## config.mk

```make
export PLATFORM = sky130hd
export DESIGN_NAME = etp_trigger
export DESIGN_NICKNAME = d
export VERILOG_FILES = /design/src/hw/etp_pkg.sv /design/src/hw/etp_flag.sv /design/src/hw/etp_conv_chan.sv /design/src/hw/etp_trigger.sv
export SDC_FILE = /design/constraint.sdc
export NUM_CORES = 1
export LEC_CHECK = 0
export BUFFER_PORTS_ARGS = -buffer_cell sky130_fd_sc_hd__buf_2
export CAP_MARGIN = 40
export CORE_ASPECT_RATIO = 0.7
export CORE_MARGIN = 2
export CORE_UTILIZATION = 44
export CTS_CLUSTER_DIAMETER = 200
export DETAILED_ROUTE_END_ITERATION = 12
export PLACE_DENSITY = 0.76
export SETUP_SLACK_MARGIN = 0.1
export SYNTH_ARGS = -nofsm -noshare
export SYNTH_HDL_FRONTEND = slang
export SYNTH_SLANG_ARGS = --single-unit
```

## constraint.sdc

```tcl
create_clock -name clk_i -period 1.8 [get_ports clk_i]
set_input_delay 0.09 -clock clk_i [delete_from_list [all_inputs] [get_ports clk_i]]
set_output_delay 0.09 -clock clk_i [all_outputs]
set_load 0.05 [all_outputs]
```

## src/hw/etp_pkg.sv

```systemverilog
// Package: register map, field positions and reset values of the block
package etp_pkg;

	// ****************************************************************
	// Bus widths
	// ****************************************************************
	localparam int unsigned ETP_AW = 4;
	localparam int unsigned ETP_DW = 16;

	// ****************************************************************
	// Register offsets
	// ****************************************************************
	localparam logic [ETP_AW-1:0] ETP_OFS_SELECT   = 4'h0;
	localparam logic [ETP_AW-1:0] ETP_OFS_PRESCALE = 4'h1;
	localparam logic [ETP_AW-1:0] ETP_OFS_FLAGS    = 4'h2;
	localparam logic [ETP_AW-1:0] ETP_OFS_CLEAR    = 4'h3;
	localparam logic [ETP_AW-1:0] ETP_OFS_FORCE    = 4'h4;
	localparam logic [ETP_AW-1:0] ETP_OFS_MASK     = 4'h5;

	// ****************************************************************
	// Field positions
	// ****************************************************************
	// Flag, clear, force and mask registers share one layout
	localparam int unsigned ETP_BIT_IRQ    = 0;
	localparam int unsigned ETP_BIT_CONV_A = 2;
	localparam int unsigned ETP_BIT_CONV_B = 3;
	// Select register
	localparam int unsigned ETP_SEL_IRQ_EN    = 0;
	localparam int unsigned ETP_SEL_CONV_A_EN = 1;
	localparam int unsigned ETP_SEL_CONV_B_EN = 2;
	localparam int unsigned ETP_SEL_W         = 3;
	// Prescale register
	localparam int unsigned ETP_PRD_LSB = 0;
	localparam int unsigned ETP_CNT_LSB = 2;
	localparam int unsigned ETP_CNT_W   = 2;
	localparam int unsigned ETP_FLG_W   = 4;

	// ****************************************************************
	// Reset values and constants
	// ****************************************************************
	localparam logic [ETP_SEL_W-1:0] ETP_SEL_RST  = 3'h0;
	localparam logic [ETP_CNT_W-1:0] ETP_PRD_RST  = 2'h0;
	localparam logic [ETP_CNT_W-1:0] ETP_CNT_RST  = 2'h0;
	localparam logic [ETP_CNT_W-1:0] ETP_CNT_MAX  = 2'h3;
	localparam logic [ETP_CNT_W-1:0] ETP_CNT_ONE  = 2'h1;
	localparam logic [ETP_FLG_W-1:0] ETP_MASK_RST = 4'h0;
	// Mask bit 1 has no flag behind it and always reads zero
	localparam logic [ETP_FLG_W-1:0] ETP_FLG_KEEP = 4'hd;
	localparam logic [ETP_DW-1:0]    ETP_RD_ZERO  = 16'h0000;

endpackage : etp_pkg

```

## src/hw/etp_flag.sv

```systemverilog
// Sticky status flag with set priority over clear
`timescale 1ns/1ps
module etp_flag
	import etp_pkg::*;
(
	input  wire logic clk_i,
	input  wire logic rst_i,
	input  wire logic set_i,
	input  wire logic clr_i,
	output logic      flag_o
);

	typedef struct packed {
		logic flag;
	} etp_flag_st_t;

	etp_flag_st_t st_q;
	etp_flag_st_t st_d;

	// An event landing in the clear cycle must not be lost
	always_comb begin
		st_d = st_q;
		if (clr_i) begin
			st_d.flag = 1'b0;
		end
		if (set_i) begin
			st_d.flag = 1'b1;
		end
	end

	always_ff @(posedge clk_i) begin
		if (rst_i) begin
			st_q <= '0;
		end else begin
			st_q <= st_d;
		end
	end

	assign flag_o = st_q.flag;

endmodule : etp_flag

```

## src/hw/etp_conv_chan.sv

```systemverilog
// Conversion-start channel: gated one-cycle start pulse
`timescale 1ns/1ps
module etp_conv_chan
	import etp_pkg::*;
(
	input  wire logic clk_i,
	input  wire logic rst_i,
	input  wire logic trig_i,
	input  wire logic force_i,
	input  wire logic en_i,
	output logic      set_o,
	output logic      start_o
);

	typedef struct packed {
		logic start;
	} etp_conv_st_t;

	etp_conv_st_t st_q;
	etp_conv_st_t st_d;

	// Flag never gates the pulse; a force marks the flag even if disabled
	assign set_o = (trig_i & en_i) | force_i;

	always_comb begin
		st_d       = st_q;
		st_d.start = (trig_i | force_i) & en_i;
	end

	always_ff @(posedge clk_i) begin
		if (rst_i) begin
			st_q <= '0;
		end else begin
			st_q <= st_d;
		end
	end

	assign start_o = st_q.start;

endmodule : etp_conv_chan

```

## src/hw/etp_trigger.sv

```systemverilog
// Event-trigger block: interrupt prescaler, latched flags, register port
`timescale 1ns/1ps

// Notes on behaviour
// [RQ1] Period written equal to count fires at once
// [RQ2] Software never writes period below count
// [RQ3] Event during period write still increments count
// [RQ4] Period zero: no count, request, force
// [RQ5] Request on first, second or third event
// [RQ6] Start B pulse sets flag, keeps pulsing
// [RQ7] Start A pulse sets flag, keeps pulsing
// [RQ8] Request sets flag; none more until cleared
// [RQ9] One pending request waits for flag clear
// [RQ10] Count clears on request, saturates when blocked
// [RQ11] Requests only while interrupt enable set
// [RQ12] Clear bit one clears flag, reads zero
// [RQ13] Force sets flag; request only if enabled
// [RQ14] One-cycle pulses, zero resets, reserved zero
module etp_trigger
	import etp_pkg::*;
(
	input  wire logic              clk_i,
	input  wire logic              rst_i,
	input  wire logic [ETP_AW-1:0] addr_i,
	input  wire logic [ETP_DW-1:0] wdata_i,
	input  wire logic              wr_i,
	input  wire logic              rd_i,
	output logic      [ETP_DW-1:0] rdata_o,
	input  wire logic              irq_event_i,
	input  wire logic              conv_a_event_i,
	input  wire logic              conv_b_event_i,
	output logic                   module_irq_request_o,
	output logic                   conversion_start_a_o,
	output logic                   conversion_start_b_o,
	output logic                   irq_o
);

	// ****************************************************************
	// State
	// ****************************************************************
	typedef struct packed {
		logic [ETP_SEL_W-1:0] sel;
		logic [ETP_CNT_W-1:0] prd;
		logic [ETP_CNT_W-1:0] cnt;
		logic [ETP_FLG_W-1:0] mask;
		logic                 req;
		logic [ETP_DW-1:0]    rdata;
	} etp_state_t;

	etp_state_t st_q;
	etp_state_t st_d;

	logic                 prd_wr;
	logic                 clr_wr;
	logic                 frc_wr;
	logic [ETP_CNT_W-1:0] prd_new;
	logic                 cnt_inc;
	logic [ETP_CNT_W-1:0] cnt_a;
	logic                 reached;
	logic                 irq_en;
	logic                 irq_flag;
	logic                 irq_force;
	logic                 fire;
	logic                 conv_a_set;
	logic                 conv_b_set;
	logic                 conv_a_flag;
	logic                 conv_b_flag;
	logic [ETP_FLG_W-1:0] flags;

	// ****************************************************************
	// Write decode
	// ****************************************************************
	assign prd_wr = wr_i && (addr_i == ETP_OFS_PRESCALE);
	assign clr_wr = wr_i && (addr_i == ETP_OFS_CLEAR);
	assign frc_wr = wr_i && (addr_i == ETP_OFS_FORCE);
	assign irq_en = st_q.sel[ETP_SEL_IRQ_EN];

	// ****************************************************************
	// Interrupt prescaler
	// ****************************************************************
	// Period is undefined below the count; only equality is compared
	assign prd_new = prd_wr ? wdata_i[ETP_PRD_LSB +: ETP_CNT_W] : st_q.prd; // RQ2
	// A write in the event cycle never swallows the event
	assign cnt_inc = irq_event_i && (st_q.cnt != ETP_CNT_MAX) &&
		(prd_wr || ((st_q.prd != ETP_PRD_RST) &&
		(st_q.cnt != st_q.prd))); // RQ3 RQ4 RQ10
	assign cnt_a = cnt_inc ? st_q.cnt + ETP_CNT_ONE : st_q.cnt; // RQ3
	assign reached = (prd_new != ETP_PRD_RST) && (cnt_a == prd_new); // RQ1 RQ5
	assign irq_force = frc_wr && wdata_i[ETP_BIT_IRQ] &&
		(prd_new != ETP_PRD_RST); // RQ4 RQ13
	// Saturated count while flagged is the single pending request
	assign fire = irq_en && !irq_flag && (reached || irq_force); // RQ8 RQ9 RQ11

	// ****************************************************************
	// Next state
	// ****************************************************************
	always_comb begin
		st_d     = st_q;
		st_d.req = fire; // RQ14
		st_d.cnt = fire ? ETP_CNT_RST : cnt_a; // RQ10
		if (wr_i) begin
			unique case (addr_i)
				ETP_OFS_SELECT: begin
					st_d.sel = wdata_i[ETP_SEL_W-1:0];
				end
				ETP_OFS_PRESCALE: begin
					st_d.prd = wdata_i[ETP_PRD_LSB +: ETP_CNT_W];
				end
				ETP_OFS_MASK: begin
					st_d.mask = wdata_i[ETP_FLG_W-1:0] & ETP_FLG_KEEP;
				end
				default: begin
				end
			endcase
		end
		st_d.rdata = ETP_RD_ZERO;
		if (rd_i) begin
			unique case (addr_i)
				ETP_OFS_SELECT: begin
					st_d.rdata[ETP_SEL_W-1:0] = st_q.sel;
				end
				ETP_OFS_PRESCALE: begin
					st_d.rdata[ETP_PRD_LSB +: ETP_CNT_W] = st_q.prd;
					st_d.rdata[ETP_CNT_LSB +: ETP_CNT_W] = st_q.cnt;
				end
				ETP_OFS_FLAGS: begin
					st_d.rdata[ETP_FLG_W-1:0] = flags; // RQ14
				end
				ETP_OFS_MASK: begin
					st_d.rdata[ETP_FLG_W-1:0] = st_q.mask;
				end
				// Clear, force and unmapped offsets read zero
				default: begin
				end
			endcase
		end
	end

	always_ff @(posedge clk_i) begin
		if (rst_i) begin
			st_q.sel   <= ETP_SEL_RST;
			st_q.prd   <= ETP_PRD_RST;
			st_q.cnt   <= ETP_CNT_RST;
			st_q.mask  <= ETP_MASK_RST;
			st_q.req   <= 1'b0;
			st_q.rdata <= ETP_RD_ZERO;
		end else begin
			st_q <= st_d;
		end
	end

	// ****************************************************************
	// Flags and conversion-start channels
	// ****************************************************************
	etp_flag u_irq_flag (
		.clk_i  (clk_i),
		.rst_i  (rst_i),
		.set_i  (fire | irq_force), // RQ8 RQ13
		.clr_i  (clr_wr && wdata_i[ETP_BIT_IRQ]), // RQ12
		.flag_o (irq_flag)
	);

	etp_conv_chan u_conv_a (
		.clk_i   (clk_i),
		.rst_i   (rst_i),
		.trig_i  (conv_a_event_i),
		.force_i (frc_wr && wdata_i[ETP_BIT_CONV_A]),
		.en_i    (st_q.sel[ETP_SEL_CONV_A_EN]),
		.set_o   (conv_a_set),
		.start_o (conversion_start_a_o)
	);

	etp_flag u_conv_a_flag (
		.clk_i  (clk_i),
		.rst_i  (rst_i),
		.set_i  (conv_a_set), // RQ7
		.clr_i  (clr_wr && wdata_i[ETP_BIT_CONV_A]),
		.flag_o (conv_a_flag)
	);

	etp_conv_chan u_conv_b (
		.clk_i   (clk_i),
		.rst_i   (rst_i),
		.trig_i  (conv_b_event_i),
		.force_i (frc_wr && wdata_i[ETP_BIT_CONV_B]),
		.en_i    (st_q.sel[ETP_SEL_CONV_B_EN]),
		.set_o   (conv_b_set),
		.start_o (conversion_start_b_o)
	);

	etp_flag u_conv_b_flag (
		.clk_i  (clk_i),
		.rst_i  (rst_i),
		.set_i  (conv_b_set), // RQ6
		.clr_i  (clr_wr && wdata_i[ETP_BIT_CONV_B]),
		.flag_o (conv_b_flag)
	);

	// ****************************************************************
	// Outputs
	// ****************************************************************
	assign flags = {conv_b_flag, conv_a_flag, 1'b0, irq_flag};
	assign irq_o = |(flags & st_q.mask);
	assign module_irq_request_o = st_q.req;
	assign rdata_o = st_q.rdata;

	// ****************************************************************
	// Checks
	// ****************************************************************
	AST_EQ_WRITE_FIRES: assert property ( // RQ1
		@(posedge clk_i) disable iff (rst_i)
		(prd_wr && !irq_event_i && irq_en && !irq_flag &&
		(wdata_i[ETP_CNT_W-1:0] == st_q.cnt) &&
		(wdata_i[ETP_CNT_W-1:0] != ETP_PRD_RST)) |=> module_irq_request_o
	) else $error("Period equal to count did not fire");

	AST_WRITE_KEEPS_EVENT: assert property ( // RQ3
		@(posedge clk_i) disable iff (rst_i)
		(prd_wr && irq_event_i && (st_q.cnt != ETP_CNT_MAX)) |=>
		((st_q.cnt == $past(st_q.cnt) + ETP_CNT_ONE) || module_irq_request_o)
	) else $error("Event lost during period write");

	AST_ZERO_PERIOD_IDLE: assert property ( // RQ4
		@(posedge clk_i) disable iff (rst_i)
		((st_q.prd == ETP_PRD_RST) && !wr_i && !irq_flag) |=>
		(!module_irq_request_o && $stable(st_q.cnt))
	) else $error("Zero period still counts or requests");

	AST_ZERO_PERIOD_NO_FORCE: assert property ( // RQ4
		@(posedge clk_i) disable iff (rst_i)
		(frc_wr && (st_q.prd == ETP_PRD_RST) && !irq_flag) |=> !irq_flag
	) else $error("Force honoured with zero period");

	AST_NTH_EVENT_FIRES: assert property ( // RQ5
		@(posedge clk_i) disable iff (rst_i)
		(!wr_i && irq_en && !irq_flag && irq_event_i &&
		(st_q.prd != ETP_PRD_RST) &&
		(st_q.cnt + ETP_CNT_ONE == st_q.prd)) |=> module_irq_request_o
	) else $error("Selected event did not fire");

	AST_CONV_B_PULSE: assert property ( // RQ6
		@(posedge clk_i) disable iff (rst_i)
		(conv_b_event_i && st_q.sel[ETP_SEL_CONV_B_EN]) |=>
		(conversion_start_b_o && conv_b_flag)
	) else $error("Start B pulse or flag missing");

	AST_CONV_A_PULSE: assert property ( // RQ7
		@(posedge clk_i) disable iff (rst_i)
		(conv_a_event_i && st_q.sel[ETP_SEL_CONV_A_EN] && conv_a_flag) |=>
		(conversion_start_a_o && conv_a_flag)
	) else $error("Start A suppressed by its flag");

	AST_FLAG_BLOCKS: assert property ( // RQ8
		@(posedge clk_i) disable iff (rst_i)
		module_irq_request_o |-> (irq_flag && !$past(irq_flag))
	) else $error("Request while flag was set");

	AST_PENDING_AFTER_CLEAR: assert property ( // RQ9
		@(posedge clk_i) disable iff (rst_i)
		(clr_wr && wdata_i[ETP_BIT_IRQ] && irq_flag && irq_en &&
		(st_q.prd != ETP_PRD_RST) && (st_q.cnt == st_q.prd)) |=>
		(wr_i or (##1 module_irq_request_o))
	) else $error("Pending request not issued after clear");

	AST_COUNT_CLEARS: assert property ( // RQ10
		@(posedge clk_i) disable iff (rst_i)
		module_irq_request_o |-> (st_q.cnt == ETP_CNT_RST)
	) else $error("Count not cleared on request");

	AST_COUNT_HOLDS: assert property ( // RQ10
		@(posedge clk_i) disable iff (rst_i)
		(irq_flag && !wr_i && (st_q.cnt == st_q.prd)) |=> $stable(st_q.cnt)
	) else $error("Blocked count moved past period");

	AST_ENABLE_GATES: assert property ( // RQ11
		@(posedge clk_i) disable iff (rst_i)
		(!irq_en && !wr_i) |=> !module_irq_request_o
	) else $error("Request while disabled");

	AST_CLEAR_FLAG: assert property ( // RQ12
		@(posedge clk_i) disable iff (rst_i)
		(clr_wr && wdata_i[ETP_BIT_IRQ]) |=>
		// A request fired in the clear cycle sets the flag again
		(!irq_flag || module_irq_request_o)
	) else $error("Clear did not drop the flag");

	AST_FORCE_FLAG: assert property ( // RQ13
		@(posedge clk_i) disable iff (rst_i)
		irq_force |=> (irq_flag &&
		(module_irq_request_o == $past(irq_en && !irq_flag)))
	) else $error("Force flag or request wrong");

	AST_ONE_CYCLE_REQ: assert property ( // RQ14
		@(posedge clk_i) disable iff (rst_i)
		module_irq_request_o |=> !module_irq_request_o
	) else $error("Request longer than one cycle");

	AST_RESERVED_ZERO: assert property ( // RQ14
		@(posedge clk_i) disable iff (rst_i)
		(rd_i && ((addr_i == ETP_OFS_FLAGS) || (addr_i == ETP_OFS_CLEAR))) |=>
		((rdata_o[ETP_DW-1:ETP_FLG_W] == 12'h000) && !rdata_o[1] &&
		((rdata_o == ETP_RD_ZERO) || ($past(addr_i) == ETP_OFS_FLAGS)))
	) else $error("Reserved or clear bits read nonzero");

endmodule : etp_trigger

```

==> run_results.csv <==
group,metric,value,unit
sta,finalCritPeriodShare,101,%
critical_path,r2r_cells,5,
cells_and_area,fill_cells,268,
run_status,violations,"negative setup slack",
route,wl,2710,µm
cts,clockBufferDepth,2,
logic_synthesis,yosys.area.top_type,"dfxtp_1",
critical_path,reg2reg_slack,-10,ps
sta,fmaxAchievable,552,MHz
cells_and_area,fin_cells,211,
route,wire_per_inst,12.9,µm
critical_path,crit_path_max_incr_delay,380,ps
sta,fin_worst_skew,8.21,ps
cts,cts_tree,"done",
cts,clockRootBuffer,"clkbuf_8",
grt,antenna_found_initial,0,
sta,setup_viol,1,
critical_path,crit_end,"st_q[21]",
route,final_antenna_net_count,0,
critical_path,crit_path_start,"st_q[22]",
placed_design,gp_congestion,0.870,
critical_path,start_kind,"register",
critical_path,worstSetupEndpointType,"register",
cells_and_area,final_area,1510,µm²
power,ir_worst_vdd,0.425,mV
placed_design,pre_cts_slack,-123,ps
power,total_leakage_power,0.657,nW
cts,cts_buffers,3,
critical_path,crit_path_cell_trace,"ha_1, a311oi_4, mux2_4, a2111o_1, o22ai_2",
grt,grt_pass1_wl,4570,µm
sta,finalHoldViolCount,0,
sta,period_needed,1810,ps
floorplan,io_pins,47,
sta,slew_headroom,62.8,%
critical_path,r2r-start,"st_q[22]",
placed_design,placed_area,1380,µm²
route,dr_total_vias,1100,
logic_synthesis,synth-edff-count,0,
critical_path,critPathRequiredTime,1980,ps
placed_design,post-dp-hpwl,2070,µm
floorplan,dieArea,3280,µm²
sta,tightest_slew,557,ps
cts,insertion_delay,260,ps
logic_synthesis,ys_seq_area_share,32.2,%
logic_synthesis,synth_top_area_share,32.2,%
critical_path,crit_slowest_cell,"a2111o_1",
route,viasPerCell,5.21,
grt,grt_overflow,0,
critical_path,crit_type,"register to register",
logic_synthesis,ys_top_cells_by_area,"dfxtp_1 (32%), buf_4 (9.6%), nor2_1 (5.7%)",
sta,rsz0062_at_grt,"yes",
placed_design,dp_cells,205,
critical_path,crit_fanout,5,
floorplan,coreArea,2740,µm²
grt,grt_max_degree,19,
run_status,status,"finished, violations left",
flow_run,maxCapViolations,0,
logic_synthesis,netlist_top_cells_count,"dfxtp_1 (20), nor2_1 (19), buf_4 (16)",
cts,clk_pin_slew,80,ps
cells_and_area,fin_util,55.0,%
grt,grt_pass1_vias,1060,
cells_and_area,nets,204,
cells_and_area,area_delta_synth_final,21.1,%
route,drc,0,
route,first_pass_iters,4,
min_path,min_path_type,"input pin to register",
power,power.density,873,nW/µm²
sta,finalMaxSlewViolations,0,
logic_synthesis,ys_ff_latch,20,
cts,htreeDepth,1,
cells_and_area,layout-drive-gt1-share,35.4,%
logic_synthesis,syn-cell-area,1240,µm²
logic_synthesis,synthCells,145,
logic_synthesis,synth.distinct_cells,43,
logic_synthesis,yosys.cell_count.top_type,"dfxtp_1",
floorplan,rows,16,
min_path,hold_depth,3,
cts,cts_sinks,20,
floorplan,die_w,67.6,µm
logic_synthesis,ys_warn_count,0,
route,drt_iter0_markers,46,
cells_and_area,antenna_cells,0,
logic_synthesis,synthFlopType,"dfxtp_1",
logic_synthesis,synthArstFlopShare,0,%
logic_synthesis,syn_area_per_cell,8.59,µm²
floorplan,fp.dieH,48.5,µm
critical_path,r2r-end,"st_q[21]",
placed_design,io_buffers,22,
floorplan,start_util,45.4,%
critical_path,worstPathArrival,1990,ps
grt,grt_usage,18.2,%
sta,fin_ws,-10.5,ps
==> worst max-delay path, delay by kind of cell, from the launching register on <==
family | cells | cell delay [ps]
compound gates | 3 | 830
flops | 1 | 360
mux | 1 | 340
fa+ha+maj | 1 | 210
==> timing repair <==
action                                  4_1_cts  5_1_grt
hold buffers                                  0        0
endpoints found under the setup margin        4        4
buffers inserted                              2        0
resized for setup                            10        2
pin swaps                                     3        1
==> metrics by stage <==
stage                     TNS [ps]  hold slack (ps)  power (mW)
after global routing          -165             98.8        1.39
final                        -10.5             87.9        1.32
after detailed placement      -231              362       0.826
after global placement        -127              356       0.817
after CTS                    -56.0             85.1        1.31
after floorplan              -21.5              237       0.751
==> worst min path at each step <==
| stage | startpoint | to | slack, ps |
|---|---|---|---|
| after floorplan | wdata_i[0] | st_q[17] | 240 |
| after global placement | conv_b_event_i | u_conv_b_flag.flag_o | 360 |
| after detailed placement | conv_b_event_i | u_conv_b_flag.flag_o | 360 |
| after CTS | conv_b_event_i | u_conv_b_flag.flag_o | 90 |
| after global routing | conv_b_event_i | u_conv_b_flag.flag_o | 100 |
| final | conv_b_event_i | u_conv_b_flag.flag_o | 90 |
==> metal layers <==
| layer | wire length [µm] | share of wire, % | up-vias | GRT usage [%] |
|---|---|---|---|---|
| li1 | - | - | 547 | - |
| met3 | 211 | 7.8 | 5 | 5.12 |
| met1 | 1270 | 47 | 510 | 24.6 |
| met2 | 1210 | 45 | 38 | 28.4 |
| met4 | 21 | 0.77 | 0 | 4.42 |
| met5 | 0 | 0 | - | 0 |
==> sequential cells by signal (all words and copies together), names as in the netlist <==
| signal | flops |
|---|---|
| u_conv_a_flag.flag_o | 1 |
| irq_en | 1 |
| u_conv_b_flag.flag_o | 1 |
| u_conv_a.start_o | 1 |
| module_irq_request_o | 1 |
| rdata_o | 4 |
| u_irq_flag.flag_o | 1 |
| st_q | 9 |
| u_conv_b.start_o | 1 |
==> layout make-up <==
cell class,count,area (µm²),area share (%)
Tap cell,36,45.0,2.99
Clock inverter,1,30.0,1.99
Sequential cell,20,407,27.0
Multi-Input combinational cell,107,732,48.5
Inverter,6,22.5,1.49
Timing Repair Buffer,38,230,15.3
Clock buffer,3,41.3,2.74
==> logic make-up after synthesis <==
logic type / Yosys count / share of synthesized area, %
adders and majority gates: 1 / 1.00
buffers and inverters: 29 / 15.4
DFF: 20 / 32.2
other: 1 / 0.301
xor gates and xnor gates: 1 / 0.704
muxes: 9 / 7.54
and+or+nand+nor: 51 / 22.9
AOI/OAI and AO/OA: 33 / 20.0
==> layout by cell type, fill, tap and decap left out, drive strengths merged, types with 2 or more instances in the layout <==
master,netlist,routed
a211oi,5,5
a21oi,9,9
a222oi,3,3
a31oi,2,2
buf,19,38
clkbuf,4,3
conb,1,12
dfxtp,20,20
inv,6,6
mux2,3,3
mux2i,6,6
nand2,7,7
nand3,3,3
nand4,3,3
nor2,19,19
nor2b,4,4
nor3b,4,4
o21ai,6,6
==> power breakdown <==
part	total, mW	internal (mW)	switching, mW
combinational	0.376	0.161	0.216
clock	0.445	0.297	0.148
sequential	0.494	0.471	0.0232
total	1.32	0.929	0.387
(Power assumes the default switching activity.)
